## src/core/ubrg_pkg.sv

```systemverilog
// package for the serial-port baud rate generator
// assumes an 8-bit register port clocked by the system oscillator
package ubrg_pkg;

    // ------------------------------------------------------------------
    // register map
    // ------------------------------------------------------------------
    localparam logic [7:0] RCS_OFFS    = 8'h18; // receive control/status
    localparam logic [7:0] TCS_OFFS    = 8'h98; // transmit control/status
    localparam logic [7:0] DIV_OFFS    = 8'h99; // baud divisor

    // ------------------------------------------------------------------
    // reset values
    // ------------------------------------------------------------------
    localparam logic [7:0] RCS_RST     = 8'h00; // receive control reset
    localparam logic [7:0] TCS_RST     = 8'h02; // transmit control reset
    localparam logic [7:0] DIV_RST     = 8'h00; // divisor reset

    // ------------------------------------------------------------------
    // transmit and receive control fields
    // ------------------------------------------------------------------
    localparam int TCS_MASTER_BIT      = 7;     // clock source: master
    localparam int TCS_SYNC_BIT        = 4;     // synchronous mode select
    localparam int TCS_UNUSED_BIT      = 3;     // unimplemented, reads 0
    localparam int TCS_HSPEED_BIT      = 2;     // high_speed_select
    localparam logic [7:0] TCS_WMASK   = 8'hF5; // writable bits
    localparam logic [7:0] RCS_WMASK   = 8'hF9; // writable bits
    localparam int RCS_ENABLE_BIT      = 7;     // serial port enable

    // ------------------------------------------------------------------
    // timing
    // ------------------------------------------------------------------
    localparam int INSTR_DIV           = 4;     // instruction clock ratio
    localparam int SLOW_RATIO          = 16;    // x64 sample / 4
    localparam int FAST_RATIO          = 4;     // x16 sample / 4
    localparam int SYNC_RATIO          = 1;     // /4 sync bit clock
    localparam int VOTE_SAMPLES        = 3;     // samples per vote

    // ------------------------------------------------------------------
    // rate generator modes and status carrier
    // ------------------------------------------------------------------
    typedef enum logic [1:0] {
        UBRG_ASYNC_SLOW,
        UBRG_ASYNC_FAST,
        UBRG_SYNC_MASTER,
        UBRG_SYNC_SLAVE
    } ubrg_mode_e;

    typedef struct packed {
        logic       sample_tick;  // sampling clock tick (async) or bit clock (sync master)
        logic       bit_tick;     // one bit period elapsed
        logic       rx_level;     // voted receive level
    } ubrg_out_s;

endpackage : ubrg_pkg

```

## src/core/ubrg_timer.sv

```systemverilog
// free-running reload timer producing one tick per (load+1) counts
// assumes a one-cycle enable strobe and synchronous active-low reset
`timescale 1ns/1ps
module ubrg_timer #(
    parameter int WIDTH = 8
) (
    // clock and reset
    input  wire logic             ref_clk,
    input  wire logic             rst_b,
    // control
    input  wire logic             count_en,
    input  wire logic             clear,
    input  wire logic [WIDTH-1:0] load,
    // result
    output logic                  tick
);
    initial begin
        if (WIDTH < 1) $error("ubrg_timer: WIDTH must be positive");
    end

    logic [WIDTH-1:0] cnt_r;     // counts down to zero

    // ------------------------------------------------------------------
    // down counter, reload on zero
    // ------------------------------------------------------------------
    assign tick = count_en && (cnt_r == '0);

    // count down; a clear forces a reload from the new value
    always_ff @(posedge ref_clk) begin
        if (!rst_b) begin
            cnt_r <= '0;
        end else if (clear) begin
            cnt_r <= load;
        end else if (tick) begin
            cnt_r <= load;
        end else if (count_en) begin
            cnt_r <= cnt_r - 1'b1;
        end
    end
endmodule : ubrg_timer

```

## src/core/ubrg_top.sv

```systemverilog
// baud rate generator top: registers, prescale, timer, sampling
// assumes ref_clk is the oscillator and rx pin is asynchronous
//
// What this block does
// - one 8-bit generator serves both modes
// - divisor sets free-running 8-bit timer period
// - high_speed_select also sets asynchronous rate
// - synchronous mode ignores high_speed_select
// - async slow rate is osc/(64(X+1))
// - async fast rate is osc/(16(X+1))
// - synchronous rate is osc/(4(X+1))
// - divisor is unsigned 0 through 255
// - formulas apply to master; slave clocked externally
// - divisor write clears the generator timer
// - receive pin sampled three times, majority vote
// - async output samples at x16 or x64
// - mode bit zero async, one synchronous
//
// Design decision made here: the strobed register port.
`timescale 1ns/1ps
module ubrg_top #(
    parameter int DIV_W = 8
) (
    // clock and reset
    input  wire logic       ref_clk,
    input  wire logic       rst_b,
    // register port
    input  wire logic [7:0] reg_addr,
    input  wire logic [7:0] reg_wdata,
    input  wire logic       reg_wr,
    input  wire logic       reg_rd,
    output logic      [7:0] reg_rdata,
    // status from neighbours
    input  wire logic       tx_shift_empty,
    // pins and link side
    input  wire logic       receive_data_pin,
    // outputs to transmitter and receiver
    output ubrg_pkg::ubrg_out_s gen_out,
    output logic            sync_mode,
    output logic            sync_master
);
    initial begin
        if (DIV_W != 8) $error("ubrg_top: divisor must be 8 bits");
    end

    // ------------------------------------------------------------------
    // registers
    // ------------------------------------------------------------------
    logic [7:0]       tcs_r;        // transmit control/status
    logic [7:0]       rcs_r;        // receive control/status
    logic [DIV_W-1:0] div_r;        // baud divisor
    logic [7:0]       rdata_r;      // read data, one cycle late
    logic             div_wr;       // divisor write this cycle
    ubrg_pkg::ubrg_mode_e mode;     // decoded mode

    assign div_wr = reg_wr && (reg_addr == ubrg_pkg::DIV_OFFS);

    // transmit control writes; status bit 1 mirrors shifter state
    always_ff @(posedge ref_clk) begin
        if (!rst_b) begin
            tcs_r <= ubrg_pkg::TCS_RST;
        end else if (reg_wr && reg_addr == ubrg_pkg::TCS_OFFS) begin
            tcs_r <= (reg_wdata & ubrg_pkg::TCS_WMASK)
                   | {6'h00, tx_shift_empty, 1'b0};
        end else begin
            tcs_r <= {tcs_r[7:2], tx_shift_empty, tcs_r[0]};
        end
    end

    // receive control writes; error flags belong to the receiver
    always_ff @(posedge ref_clk) begin
        if (!rst_b) begin
            rcs_r <= ubrg_pkg::RCS_RST;
        end else if (reg_wr && reg_addr == ubrg_pkg::RCS_OFFS) begin
            rcs_r <= reg_wdata & ubrg_pkg::RCS_WMASK;
        end
    end

    // divisor register, full unsigned range 0..255
    always_ff @(posedge ref_clk) begin
        if (!rst_b) begin
            div_r <= ubrg_pkg::DIV_RST;
        end else if (div_wr) begin
            div_r <= reg_wdata;
        end
    end

    // read mux; unmapped addresses read zero
    always_ff @(posedge ref_clk) begin
        if (!rst_b) begin
            rdata_r <= 8'h00;
        end else if (reg_rd) begin
            case (reg_addr)
                ubrg_pkg::TCS_OFFS: rdata_r <= tcs_r;
                ubrg_pkg::RCS_OFFS: rdata_r <= rcs_r;
                ubrg_pkg::DIV_OFFS: rdata_r <= div_r;
                default:            rdata_r <= 8'h00;
            endcase
        end else begin
            rdata_r <= 8'h00;
        end
    end

    assign reg_rdata = rdata_r;

    // ------------------------------------------------------------------
    // mode decode
    // ------------------------------------------------------------------
    // bit 4 picks sync; in sync the speed bit is not looked at
    always_comb begin
        if (!tcs_r[ubrg_pkg::TCS_SYNC_BIT]) begin
            mode = tcs_r[ubrg_pkg::TCS_HSPEED_BIT]
                 ? ubrg_pkg::UBRG_ASYNC_FAST
                 : ubrg_pkg::UBRG_ASYNC_SLOW;
        end else begin
            mode = tcs_r[ubrg_pkg::TCS_MASTER_BIT]
                 ? ubrg_pkg::UBRG_SYNC_MASTER
                 : ubrg_pkg::UBRG_SYNC_SLAVE;
        end
    end

    assign sync_mode   = tcs_r[ubrg_pkg::TCS_SYNC_BIT];
    assign sync_master = (mode == ubrg_pkg::UBRG_SYNC_MASTER);

    // ------------------------------------------------------------------
    // instruction clock prescaler (osc / 4)
    // ------------------------------------------------------------------
    logic [1:0] pre_r;          // oscillator phase counter
    logic       instr_tick;     // one pulse per instruction cycle

    assign instr_tick = (pre_r == 2'(ubrg_pkg::INSTR_DIV - 1));

    // phase counter restarts with the timer on a divisor write
    always_ff @(posedge ref_clk) begin
        if (!rst_b || div_wr) begin
            pre_r <= 2'h0;
        end else begin
            pre_r <= pre_r + 2'h1;
        end
    end

    // ------------------------------------------------------------------
    // 8-bit free-running timer
    // ------------------------------------------------------------------
    logic timer_tick;           // one per (X+1) instruction cycles

    ubrg_timer #(
        .WIDTH    (DIV_W)
    ) u_timer (
        .ref_clk  (ref_clk),
        .rst_b    (rst_b),
        .count_en (instr_tick),
        .clear    (div_wr),
        // on a divisor write reload from the new value, not the old one
        .load     (div_wr ? reg_wdata : div_r),
        .tick     (timer_tick)
    );

    // ------------------------------------------------------------------
    // post-divider to sample and bit ticks
    // ------------------------------------------------------------------
    logic [3:0] post_r;         // counts timer ticks within a sample
    logic [3:0] post_last;      // terminal count for this mode
    logic       sample_tick;    // x16 / x64 sample, or sync bit
    logic [3:0] smp_cnt_r;      // 16 samples make one bit
    logic       bit_tick;

    // slow: 16 timer ticks -> osc/(64(X+1)) sampling
    always_comb begin
        case (mode)
            ubrg_pkg::UBRG_ASYNC_SLOW:
                post_last = 4'(ubrg_pkg::SLOW_RATIO - 1);
            ubrg_pkg::UBRG_ASYNC_FAST:
                post_last = 4'(ubrg_pkg::FAST_RATIO - 1);
            ubrg_pkg::UBRG_SYNC_MASTER:
                post_last = 4'(ubrg_pkg::SYNC_RATIO - 1);
            default:
                post_last = 4'h0;
        endcase
    end

    // post-divider; cleared with the timer
    always_ff @(posedge ref_clk) begin
        if (!rst_b || div_wr) begin
            post_r <= 4'h0;
        end else if (timer_tick) begin
            post_r <= (post_r >= post_last) ? 4'h0 : post_r + 4'h1;
        end
    end

    // slave mode: no internal bit clock
    assign sample_tick = timer_tick && (post_r >= post_last)
                       && (mode != ubrg_pkg::UBRG_SYNC_SLAVE);

    // sixteen samples per bit in async, one per bit in sync
    always_ff @(posedge ref_clk) begin
        if (!rst_b || div_wr) begin
            smp_cnt_r <= 4'h0;
        end else if (sample_tick) begin
            smp_cnt_r <= smp_cnt_r + 4'h1;
        end
    end

    assign bit_tick = sample_tick && (sync_mode || smp_cnt_r == 4'hF);

    // ------------------------------------------------------------------
    // receive pin synchroniser and majority vote
    // ------------------------------------------------------------------
    logic rx_s1_r;              // first synchroniser stage
    logic rx_s2_r;              // second synchroniser stage
    logic rx_level;

    // two-flop synchroniser, idle high
    always_ff @(posedge ref_clk) begin
        if (!rst_b) begin
            rx_s1_r <= 1'b1;
            rx_s2_r <= 1'b1;
        end else begin
            rx_s1_r <= receive_data_pin;
            rx_s2_r <= rx_s1_r;
        end
    end

    ubrg_vote u_vote (
        .ref_clk   (ref_clk),
        .rst_b     (rst_b),
        .sample_en (sample_tick),
        .line_in   (rx_s2_r),
        .level     (rx_level)
    );

    // ------------------------------------------------------------------
    // outputs
    // ------------------------------------------------------------------
    logic [2:0] out_r;          // registered tick/level outputs

    // outputs registered; ticks lag their cause by one cycle
    always_ff @(posedge ref_clk) begin
        if (!rst_b) begin
            out_r <= 3'b001;
        end else begin
            out_r <= {sample_tick, bit_tick, rx_level};
        end
    end

    assign gen_out.sample_tick = out_r[2];
    assign gen_out.bit_tick    = out_r[1];
    assign gen_out.rx_level    = out_r[0];
endmodule : ubrg_top

```

## src/core/ubrg_vote.sv

```systemverilog
// three-sample majority detector on a synchronised line level
// assumes the input already passed a two-flop synchroniser
`timescale 1ns/1ps
module ubrg_vote (
    // clock and reset
    input  wire logic ref_clk,
    input  wire logic rst_b,
    // sampling
    input  wire logic sample_en,
    input  wire logic line_in,
    // result
    output logic      level
);
    logic [2:0] smp_r;     // last three samples
    logic       level_r;   // registered vote

    // ------------------------------------------------------------------
    // shift samples and vote
    // ------------------------------------------------------------------
    // idle line is high, so samples start high
    always_ff @(posedge ref_clk) begin
        if (!rst_b) begin
            smp_r <= 3'h7;
        end else if (sample_en) begin
            smp_r <= {smp_r[1:0], line_in};
        end
    end

    // two of three decide the level
    always_ff @(posedge ref_clk) begin
        if (!rst_b) begin
            level_r <= 1'b1;
        end else begin
            level_r <= (smp_r[0] & smp_r[1]) | (smp_r[1] & smp_r[2])
                     | (smp_r[0] & smp_r[2]);
        end
    end

    assign level = level_r;
endmodule : ubrg_vote

```

## config.mk

```make
export PLATFORM = sky130hd
export DESIGN_NAME = ubrg_top
export DESIGN_NICKNAME = d
export VERILOG_FILES = /design/src/core/ubrg_pkg.sv /design/src/core/ubrg_timer.sv /design/src/core/ubrg_top.sv /design/src/core/ubrg_vote.sv
export SDC_FILE = /design/constraint.sdc
export NUM_CORES = 1
export LEC_CHECK = 0
export BUFFER_PORTS_ARGS = -buffer_cell sky130_fd_sc_hd__buf_2
export CAP_MARGIN = 20
export CORE_AREA = 2 2 61 91
export DETAILED_ROUTE_END_ITERATION = 10
export DIE_AREA = 0 0 63 93
export GPL_TIMING_DRIVEN = 0
export PLACE_DENSITY = 0.75
export SLEW_MARGIN = 30
export SYNTH_ARGS = -nofsm -noshare
export SYNTH_HDL_FRONTEND = slang
export SYNTH_SLANG_ARGS = --single-unit
```

## constraint.sdc

```tcl
create_clock -name ref_clk -period 2.25 [get_ports ref_clk]
set_clock_uncertainty 0.1 [all_clocks]
set_input_delay 0.1125 -clock ref_clk [delete_from_list [all_inputs] [get_ports ref_clk]]
set_output_delay 0.1125 -clock ref_clk [all_outputs]
set_load 0.01 [all_outputs]
```

# == Word level (Yosys, flattened, before mapping) ==
# Index checks and enable logic that the tools add are counted.
# totals
in_bits,22
word_cells,58
regBits,57
# classes
bitwise,6
addsub,4
n_eq_ne,8
n_lt_le_gt_ge,1
mux,11
reduce_logical,14
# op_table
cell,count
8-bit 2-to-1 mux,4
8-bit one-hot mux with 3 select lines,1
"8-bit equality test, second input constant",2
"4-bit by 1-bit adder with 4-bit output, second input constant",2
"8-bit by 5-bit equality test with 1-bit output, second input constant",1
8-bit zero test,1
8-bit by 2-bit OR with 8-bit output,1
4-bit one-hot mux with 2 select lines,1
"8-bit by 1-bit subtractor with 8-bit output, second input constant",1
1-bit logical AND,7
"2-bit equality test, second input constant",2
"4-bit equality test, second input constant",1
4-bit >= comparator,1
2-bit 2-to-1 mux,2
4-bit 2-to-1 mux,1
1-bit AND,3
3-bit nonzero test,1
"2-bit by 1-bit adder with 2-bit output, second input constant",1
"2-bit by 1-bit equality test with 1-bit output, second input constant",1
2-bit zero test,1
1-bit logical OR,2
1-bit 2-to-1 mux,2
"2-bit != test, second input constant",1
1-bit OR,2
other kinds (2),2

# == Depth between registers and ports, before layout ==
# Gate-level depths: netlist of run 1.
# logic_depth
word_depth,8
depth_mapped,9

# == Modules after synthesis ==
# Synthesis of run 1 repeated with hierarchy kept, for this count alone.
# hier_totals
cells_unflattened,272
hier_area_um2,2667.6
# modules_own_cells
module,area_each_um2,cells_per_inst,n_inst
ubrg_top,1976.9,194,1
ubrg_timer,555.5,65,1
ubrg_vote,135.1,13,1

# == Worst setup path before layout of run 1 ==
# OpenSTA, ideal clock, no wires.
# synth_timing
path_kind,register -> register
from,register tcs_r[4]
to,register u_vote.smp_r[2]
setup_ps,120
path_slack_ps,32
n_path_buf,1
required_time_ps,2030
path_stages_with_launch,9
t_arrival_ps,1998
path_cell_list,dfxtp_1 inv_1 ha_1 nand2b_1 a211oi_1 o21ba_2 clkbuf_1 nor3_1 o31a_1
# synth_between
elab_chain_cells,6
# synth_lines
element,line_no,rtl
from (decl),ubrg_top.sv:49,logic [7:0] tcs_r;
from (signal assigned),ubrg_top.sv:61,tcs_r <= ubrg_pkg::TCS_RST;
from (signal assigned),ubrg_top.sv:63,tcs_r <= (reg_wdata & ubrg_pkg::TCS_WMASK)
from (signal assigned),ubrg_top.sv:66,"tcs_r <= {tcs_r[7:2], tx_shift_empty, tcs_r[0]};"
2-bit 2-to-1 mux *,ubrg_top.sv:111,if (!tcs_r[ubrg_pkg::TCS_SYNC_BIT]) begin
2-bit by 1-bit equality test with 1-bit output / 2-bit zero test (equally long branches),ubrg_top.sv:170,case (mode)
4-bit one-hot mux with 2 select lines,ubrg_top.sv:170,
4-bit >= comparator,ubrg_top.sv:192,assign sample_tick = timer_tick && (post_r >= post_last)
1-bit logical AND,ubrg_top.sv:192,
1-bit logical AND *,ubrg_top.sv:193,&& (mode != ubrg_pkg::UBRG_SYNC_SLAVE);
to (signal assigned),ubrg_vote.sv:25,"smp_r <= {smp_r[1:0], line_in};"
to (decl),ubrg_vote.sv:14,logic [2:0] smp_r;
# Every way passes the cells marked *; elsewhere a longest branch is shown, timed or not.
# A chain may end at the register's enable or synchronous reset.

# == Final worst setup path of run 1 ==
# layout_timing
from,register pre_r[0]
to,register smp_cnt_r[3]
# layout_between
elab_chain_cells,4
# layout_lines
element,line_no,rtl
from (decl),ubrg_top.sv:128,logic [1:0] pre_r;
from (signal assigned),ubrg_top.sv:138,pre_r <= pre_r + 2'h1;
2-bit equality test,ubrg_top.sv:131,assign instr_tick = (pre_r == 2'(ubrg_pkg::INSTR_DIV - 1));
1-bit logical AND,ubrg_timer.sv:26,assign tick = count_en && (cnt_r == '0);
1-bit logical AND,ubrg_top.sv:192,
1-bit logical AND,ubrg_top.sv:193,
to (signal assigned),ubrg_top.sv:200,smp_cnt_r <= smp_cnt_r + 4'h1;
to (decl),ubrg_top.sv:165,logic [3:0] smp_cnt_r;
# No other way between the ends.

==> results.md, run 1 <==
- Status: completed
- Via Count: 2210
- Root Driver: clkbuf_8
- Die Wd: 63 um
- Worst setup SP type: flip-flop
- Sum of negative setup slack: 0 ps
- VDD IR-drop max: 0.4598 mV
- Worst r2r src: pre_r[0]$_SDFF_PP0_
- CTS H-Tree Depth: 2
- Grt total ovfl: 0
- Synth Net Count: 320
- Critical setup path kind: flip-flop to flip-flop
- Crit path required time: 2390 ps
- Skew-Pair Late Insertion Delay: 310 ps
- Post-synthesis async set-or-reset flop share: 0%
- Die Height: 93 um
- Worst Setup End Kind: flip-flop
- Fraction of power consumed by combinational cells: 9.2%
- Antenna-violating nets left: 0
- Placeable Area: 5085 sq um
- Sw Pwr: 0.4098 mW
- Fillers: 474
- Post-layout min period: 2129 ps
- Most common cell after layout, fill and taps aside: dfxtp_1
- #FFs+latches synth: 56
- DRT iter0 DRCs: 47
- Hold WC Path Type: input pin to flip-flop
- Final Hold Viols: 0
- Slowest-stage cell, CP: or4_1
- # Max-Cap Violations: 0
- Area leader, netlist: dfxtp_1
- TritonCTS clock tree: built
- Most used DFF post-synth: dfxtp_1
- Buffer and inverter count on the worst path: 2
- Global-route usage over all layers: 20.05%
- Power density of the placed cells: 606.2 nW/um^2
- Buffers added on ports: 31
- First-pass GRT wire length: 9363 um
- Syn Inst Count: 290
- Register area share after synthesis: 45.09%
- Die ar.: 5859 sq um
- Initial Utilization: 48.89%
- Synth area leaders: dfxtp_1 45%, mux2i_1 6.8%, nor2_1 5.9%
- CP top delay family: simple AND/OR/NAND/NOR gates
- Final setup vio count: 0
- Yosys warning count: 0
- Total Routed Length: 5557 um
- Max FO, Critical Path: 8
- Synth-to-layout area growth: 20.33%
- Vias in the first global route: 2165
- Clock Power Share: 34.6%
- Row Count: 32
- Multi-input gate area: 1303 sq um
- Final slew viol count: 0
- Initial antenna violation count: 0
- Largest net degree at the start of global routing: 16
- WP data arrival: 2270 ps
- Clk slew on worst S/H paths: 90 ps
- Synth top area share: 45.09%
- Cts bufs inserted: 5
- Cell breakdown of the critical path: ha_1, nor4bb_4, buf_4, and3_4, buf_8, o21ai_4, or4_1, a21oi_1
- I/O pin count: 35
- DRC violations left: 0
- Worst setup path startpoint: pre_r[0]$_SDFF_PP0_
- Vias/cell: 5.430
- GP Congestion: 0.8333
- CTS max path bufs: 2
- Synthesized area: 2486 sq um
- Most frequent cells in the layout: 54 x dfxtp_1, 39 x nor2_1, 36 x nand2_1
- Final net count: 370
- Worst hold path startpoint: reg_rd
- Inserted Diodes: 0
- TritonRoute pass-1 iters: 4
- # clock sinks: 56
- Leakage: 1.133 nW
- Worst Tran Pin Value: 558.9 ps
- DP HPWL: 4159 um
- CP peak stage delay: 470 ps
- Tot Pwr: 1.813 mW
- Max frequency: 469.6 MHz
- WL per Instance: 13.65 um
- Syn avg cell area: 8.573 sq um
- Cell Int Power: 1.404 mW
- Final period utilization: 94.64%
- Worst slew margin: 62.70%
- Share of layout cells above drive strength 1: 18.29%
- Register share of total power: 56.2%
- Post-synth EDFFs: 0
- Synth cell types: 49
- Sequential Area: 1126 sq um
- Sw Share: 22.60%
cells in the mapped netlist, drive strengths merged (2+ instances only):
cell / n
dfxtp: 56
nor2: 40
nand2: 36
a21oi: 24
mux2i: 17
nand3: 16
clkbuf: 12
o21ai: 11
ha: 8
a31oi: 7
nand2b: 7
inv: 6
and3: 5
buf: 4
nor3: 4
o211ai: 3
or4: 3
a211oi: 2
mux2: 2
nand4: 2
o31ai: 2
or4b: 2
xor2: 2
registers in the layout, summed over array words and instances (netlist names):
| signal | count |
|---|---|
| rx_s1_r | 1 |
| post_r | 4 |
| gen_out | 3 |
| rx_s2_r | 1 |
| smp_cnt_r | 4 |
| tcs_r | 7 |
| u_timer.cnt_r | 8 |
| reg_rdata | 8 |
| pre_r | 2 |
| u_vote.smp_r | 3 |
| rcs_r | 6 |
| div_r | 8 |
| u_vote.level | 1 |
metrics by stage:
stage	hold WS, ps	instances	setup WS, ps	utilization [%]	instance area (sq um)
after floorplan	114.0	290	32.37	-	2486
after global placement	195.1	389	-182.7	53.62	2726
after detailed placement	201.4	389	-232.2	53.62	2726
after CTS	14.83	404	5.427	57.58	2928
after global routing	11.42	407	-5.087	58.83	2992
final	20.88	407	120.7	58.83	2992
power groups by stage:
stage | Sequential [mW] | Clock [mW] | Combinational (mW)
finish | 1.02 | 0.627 | 0.167
global route | 1.02 | 0.677 | 0.185
CTS | 1.02 | 0.636 | 0.158
detailed placement | 1.04 | 0 | 0.144
global placement | 1.04 | 0 | 0.142
floorplan | 1.04 | 0 | 0.0992
per-layer routing:
| layer | wire, um | vias to the layer above | track usage, % |
|---|---|---|---|
| met5 | 0 | - | 0 |
| met4 | 77 | 0 | 8.148 |
| met3 | 155 | 6 | 3.490 |
| met2 | 3079 | 42 | 38.21 |
| met1 | 2244 | 1045 | 21.41 |
| li1 | - | 1117 | - |
worst reg2reg max path: stages (launching register included):
cell	delay, ps
dfxtp_1	350
ha_1	180
nor4bb_4	280
buf_4	170
and3_4	180
buf_8	130
o21ai_4	80
or4_1	470
a21oi_1	140
final timing paths:
kind | to | slack, ps | cells after the start
max | smp_cnt_r[3]$_SDFFE_PP0P_ | 120 | 8
min | reg_rdata[1]$_SDFF_PN0_ | 20 | 3
max reg2reg | smp_cnt_r[3]$_SDFFE_PP0P_ | 120 | 8
min reg2reg | gen_out[0]$_SDFF_PN1_ | 320 | 1
layout make-up:
cell class,count,area share [%]
clock buffers,5,2.300
flip-flops and latches,56,37.64
plain buffers,15,2.509
repair buffers,44,9.285
inverters,7,0.8783
well taps,68,2.844
multi-input cells,211,43.54
clock inverters,1,1.004
kinds of logic after synthesis:
logic type / synth area share (%)
and+or+nand+nor: 23.10
AOI/OAI and AO/OA: 14.80
DFF: 45.09
buffers and inverters: 4.177
muxes: 7.750
adders and majority gates: 4.026
xor gates and xnor gates: 1.057
repair_timing:
action	CTS	global route
hold buffers	10	0
resized for setup	2	11
hold endpoints to repair	21	0
pin swaps	0	2
setup endpoints to repair	11	11
setup buffers	0	3
Note: power is estimated with default switching activity, not from simulation.
==> run 2: changes to the inputs <==
CORE_AREA = 3 3 62 92   (was 2 2 61 91)
DIE_AREA = 0 0 65 95   (was 0 0 63 93)
PLACE_DENSITY = not set   (was 0.75)
PLACE_DENSITY_LB_ADDON = 0.2   (was not set)
==> run 2 against run 1 <==
  * Die area increased by 5.4%
  * Final cell count unchanged
  * Total power grew 3.8%
  * Critical path type unchanged
  * Critical endpoint unchanged
  * Largest cell class unchanged
  * Highest routed layer unchanged
==> results.md, run 2 (synthesized netlist as in run 1, its figures left out) <==
- CTS max path bufs: 2 (unchanged)
- Register share of total power: 54.2% (-2.0 points)
- GP Congestion: 0.8140 (-2.3%)
- # clock sinks: 56 (unchanged)
- VDD IR-drop max: 0.4041 mV (-12%)
- Placeable Area: 4926 sq um (-3.1%)
- I/O pin count: 35 (unchanged)
- Fraction of power consumed by combinational cells: 8.9% (-0.3 points)
- Share of layout cells above drive strength 1: 19.06% (+0.77 points)
- WP data arrival: 2290 ps (+20 ps)
- DRC violations left: 0 (unchanged)
- Sw Share: 22.96% (+0.36 points)
- Inserted Diodes: 0 (unchanged)
- Buffers added on ports: 31 (unchanged)
- Most frequent cells in the layout: 53 x dfxtp_1, 39 x nor2_1, 36 x nand2_1
- Antenna-violating nets left: 0 (unchanged)
- Max frequency: 466.8 MHz (-0.61%)
- Initial antenna violation count: 0 (unchanged)
- CP top delay family: simple AND/OR/NAND/NOR gates
- Final Hold Viols: 0 (unchanged)
- Root Driver: clkbuf_8
- Die ar.: 6175 sq um (+5.4%)
- TritonCTS clock tree: built
- Post-route cell area: 3010 sq um (+0.63%)
- Sum of negative setup slack: 0 ps (unchanged)
- Total Routed Length: 5529 um (-0.50%)
- Via Count: 2135 (-3.4%)
- DRT iter0 DRCs: 65 (+38%)
- Grt met2 use: 36.89% (-1.3 points)
- Clock Power Share: 36.9% (+2.3 points)
- Power density of the placed cells: 625.0 nW/um^2 (+3.1%)
- Largest net degree at the start of global routing: 18 (+2)
- Crit path required time: 2400 ps (about the same)
- Die Height: 95 um (+2.2%)
- Final WS setup: 107.7 ps (-12.98 ps)
- Fillers: 457 (-3.6%)
- GR peak layer: met2
- Synth-to-layout area growth: 21.09%
- Pre-CTS setup slack: -220.7 ps (+11.58 ps)
- Grt met3 use: 2.619% (-0.87 points)
- CP peak stage delay: 490 ps (+20 ps)
- WL per Instance: 13.58 um (-0.50%)
- Worst Tran Pin Value: 614.3 ps (+55.38 ps)
- Vias/cell: 5.246 (-3.4%)
- Max FO, Critical Path: 8 (unchanged)
- Worst slew margin: 59.00% (-3.7 points)
- TritonRoute pass-1 iters: 4 (unchanged)
- Vias in the first global route: 2059 (-4.9%)
- First-pass GRT wire length: 9432 um (+0.74%)
- RSZ-0062 raised after global routing: no
- CTS H-Tree Depth: 2 (unchanged)
- DP HPWL: 4105 um (-1.3%)
- Worst setup SP type: flip-flop
- Cell breakdown of the critical path: ha_1, nor4bb_4, buf_4, and3_4, buf_8, o21ai_4, or4_4, a21oi_2
- Buffer and inverter count on the worst path: 2 (unchanged)
- Cts bufs inserted: 5 (unchanged)
- Grt total ovfl: 0 (unchanged)
- Slowest-stage cell, CP: or4_4
- Most common cell after layout, fill and taps aside: dfxtp_1
- Skew-Pair Late Insertion Delay: 310 ps (about the same)
- Final Non-Filler Cells: 407 (unchanged)
- Global-route usage over all layers: 19.64% (-0.40 points)
- Final period utilization: 95.21% (+0.58 points)
- Final setup vio count: 0 (unchanged)
- Initial Utilization: 50.47% (+1.6 points)
- Leakage: 1.145 nW (+1.0%)
- Cell Area, Placed: 2724 sq um (about the same)
- Hold WC Path Type: input pin to flip-flop
- M1 GR Usage: 21.45% (+0.043 points)
- Post-layout min period: 2142 ps (+12.98 ps)
- Sw Pwr: 0.4320 mW (+5.4%)
- Clk slew on worst S/H paths: 100 ps (about the same)
- Final net count: 370 (unchanged)
- Dpl cells: 387 (-0.51%)
- Row Count: 31 (-3.1%)
- # Max-Cap Violations: 0 (unchanged)
- Critical setup path kind: flip-flop to flip-flop
- Worst Setup End Kind: flip-flop
- Final slew viol count: 0 (unchanged)
- Status: completed
- Die Wd: 65 um (+3.2%)
- Cell Int Power: 1.450 mW (+3.3%)
==> run 2: tightest hold or removal path: stages <==
cell and delay [ps]:
buf_2 110, nand4_1 110, nor2_1 50
==> run 2: path summary, 6_finish.rpt <==
| check | from | slack, ps | depth (start not counted) | to |
|---|---|---|---|---|
| min | reg_rd | 20 | 3 | reg_rdata[2]$_SDFF_PN0_ |
| max | pre_r[0]$_SDFF_PP0_ | 110 | 8 | smp_cnt_r[3]$_SDFFE_PP0P_ |
| max reg2reg | pre_r[0]$_SDFF_PP0_ | 110 | 8 | smp_cnt_r[3]$_SDFFE_PP0P_ |
| min reg2reg | rx_s1_r$_SDFF_PN1_ | 320 | 1 | rx_s2_r$_SDFF_PN1_ |
==> run 2: area by class of cell <==
class | count | area [sq um] | area share, %
plain buffers | 15 | 75.07 | 2.494
clock buffers | 6 | 82.58 | 2.743
clock inverters | 2 | 38.79 | 1.288
inverters | 7 | 26.28 | 0.8728
multi-input cells | 211 | 1303 | 43.27
flip-flops and latches | 56 | 1125 | 37.36
well taps | 66 | 82.58 | 2.743
repair buffers | 44 | 277.8 | 9.227
==> run 2: repair_timing <==
item,4_1_cts,5_1_grt
hold endpoints to repair,23,0
setup buffers,2,1
endpoints found under the setup margin,11,11
hold buffers,10,0
pin swaps,0,1
gates resized for setup,3,11
==> run 2: power groups by stage <==
stage          Clock, mW  Combinational [mW]  Sequential, mW
6_report           0.693               0.168            1.02
5_1_grt            0.751               0.187            1.02
4_1_cts            0.712               0.165            1.02
3_5_place_dp           0               0.145            1.04
3_3_place_gp           0               0.143            1.04
2_1_floorplan          0              0.0992            1.04
==> run 2: through the flow <==
stage	power, mW	utilization, %	hold slack, ps
6_report	1.882	61.11	18.87
5_1_grt	1.962	61.11	24.04
4_1_cts	1.897	60.35	10.62
3_5_place_dp	1.186	55.30	198.4
3_3_place_gp	1.184	55.30	193.0
2_1_floorplan	1.137	-	114.0
==> run 2: layer usage <==
layer,vias up,share of wire [%]
li1,1112,-
met1,980,41
met2,33,54
met3,10,2.3
met4,0,2.7
met5,-,0
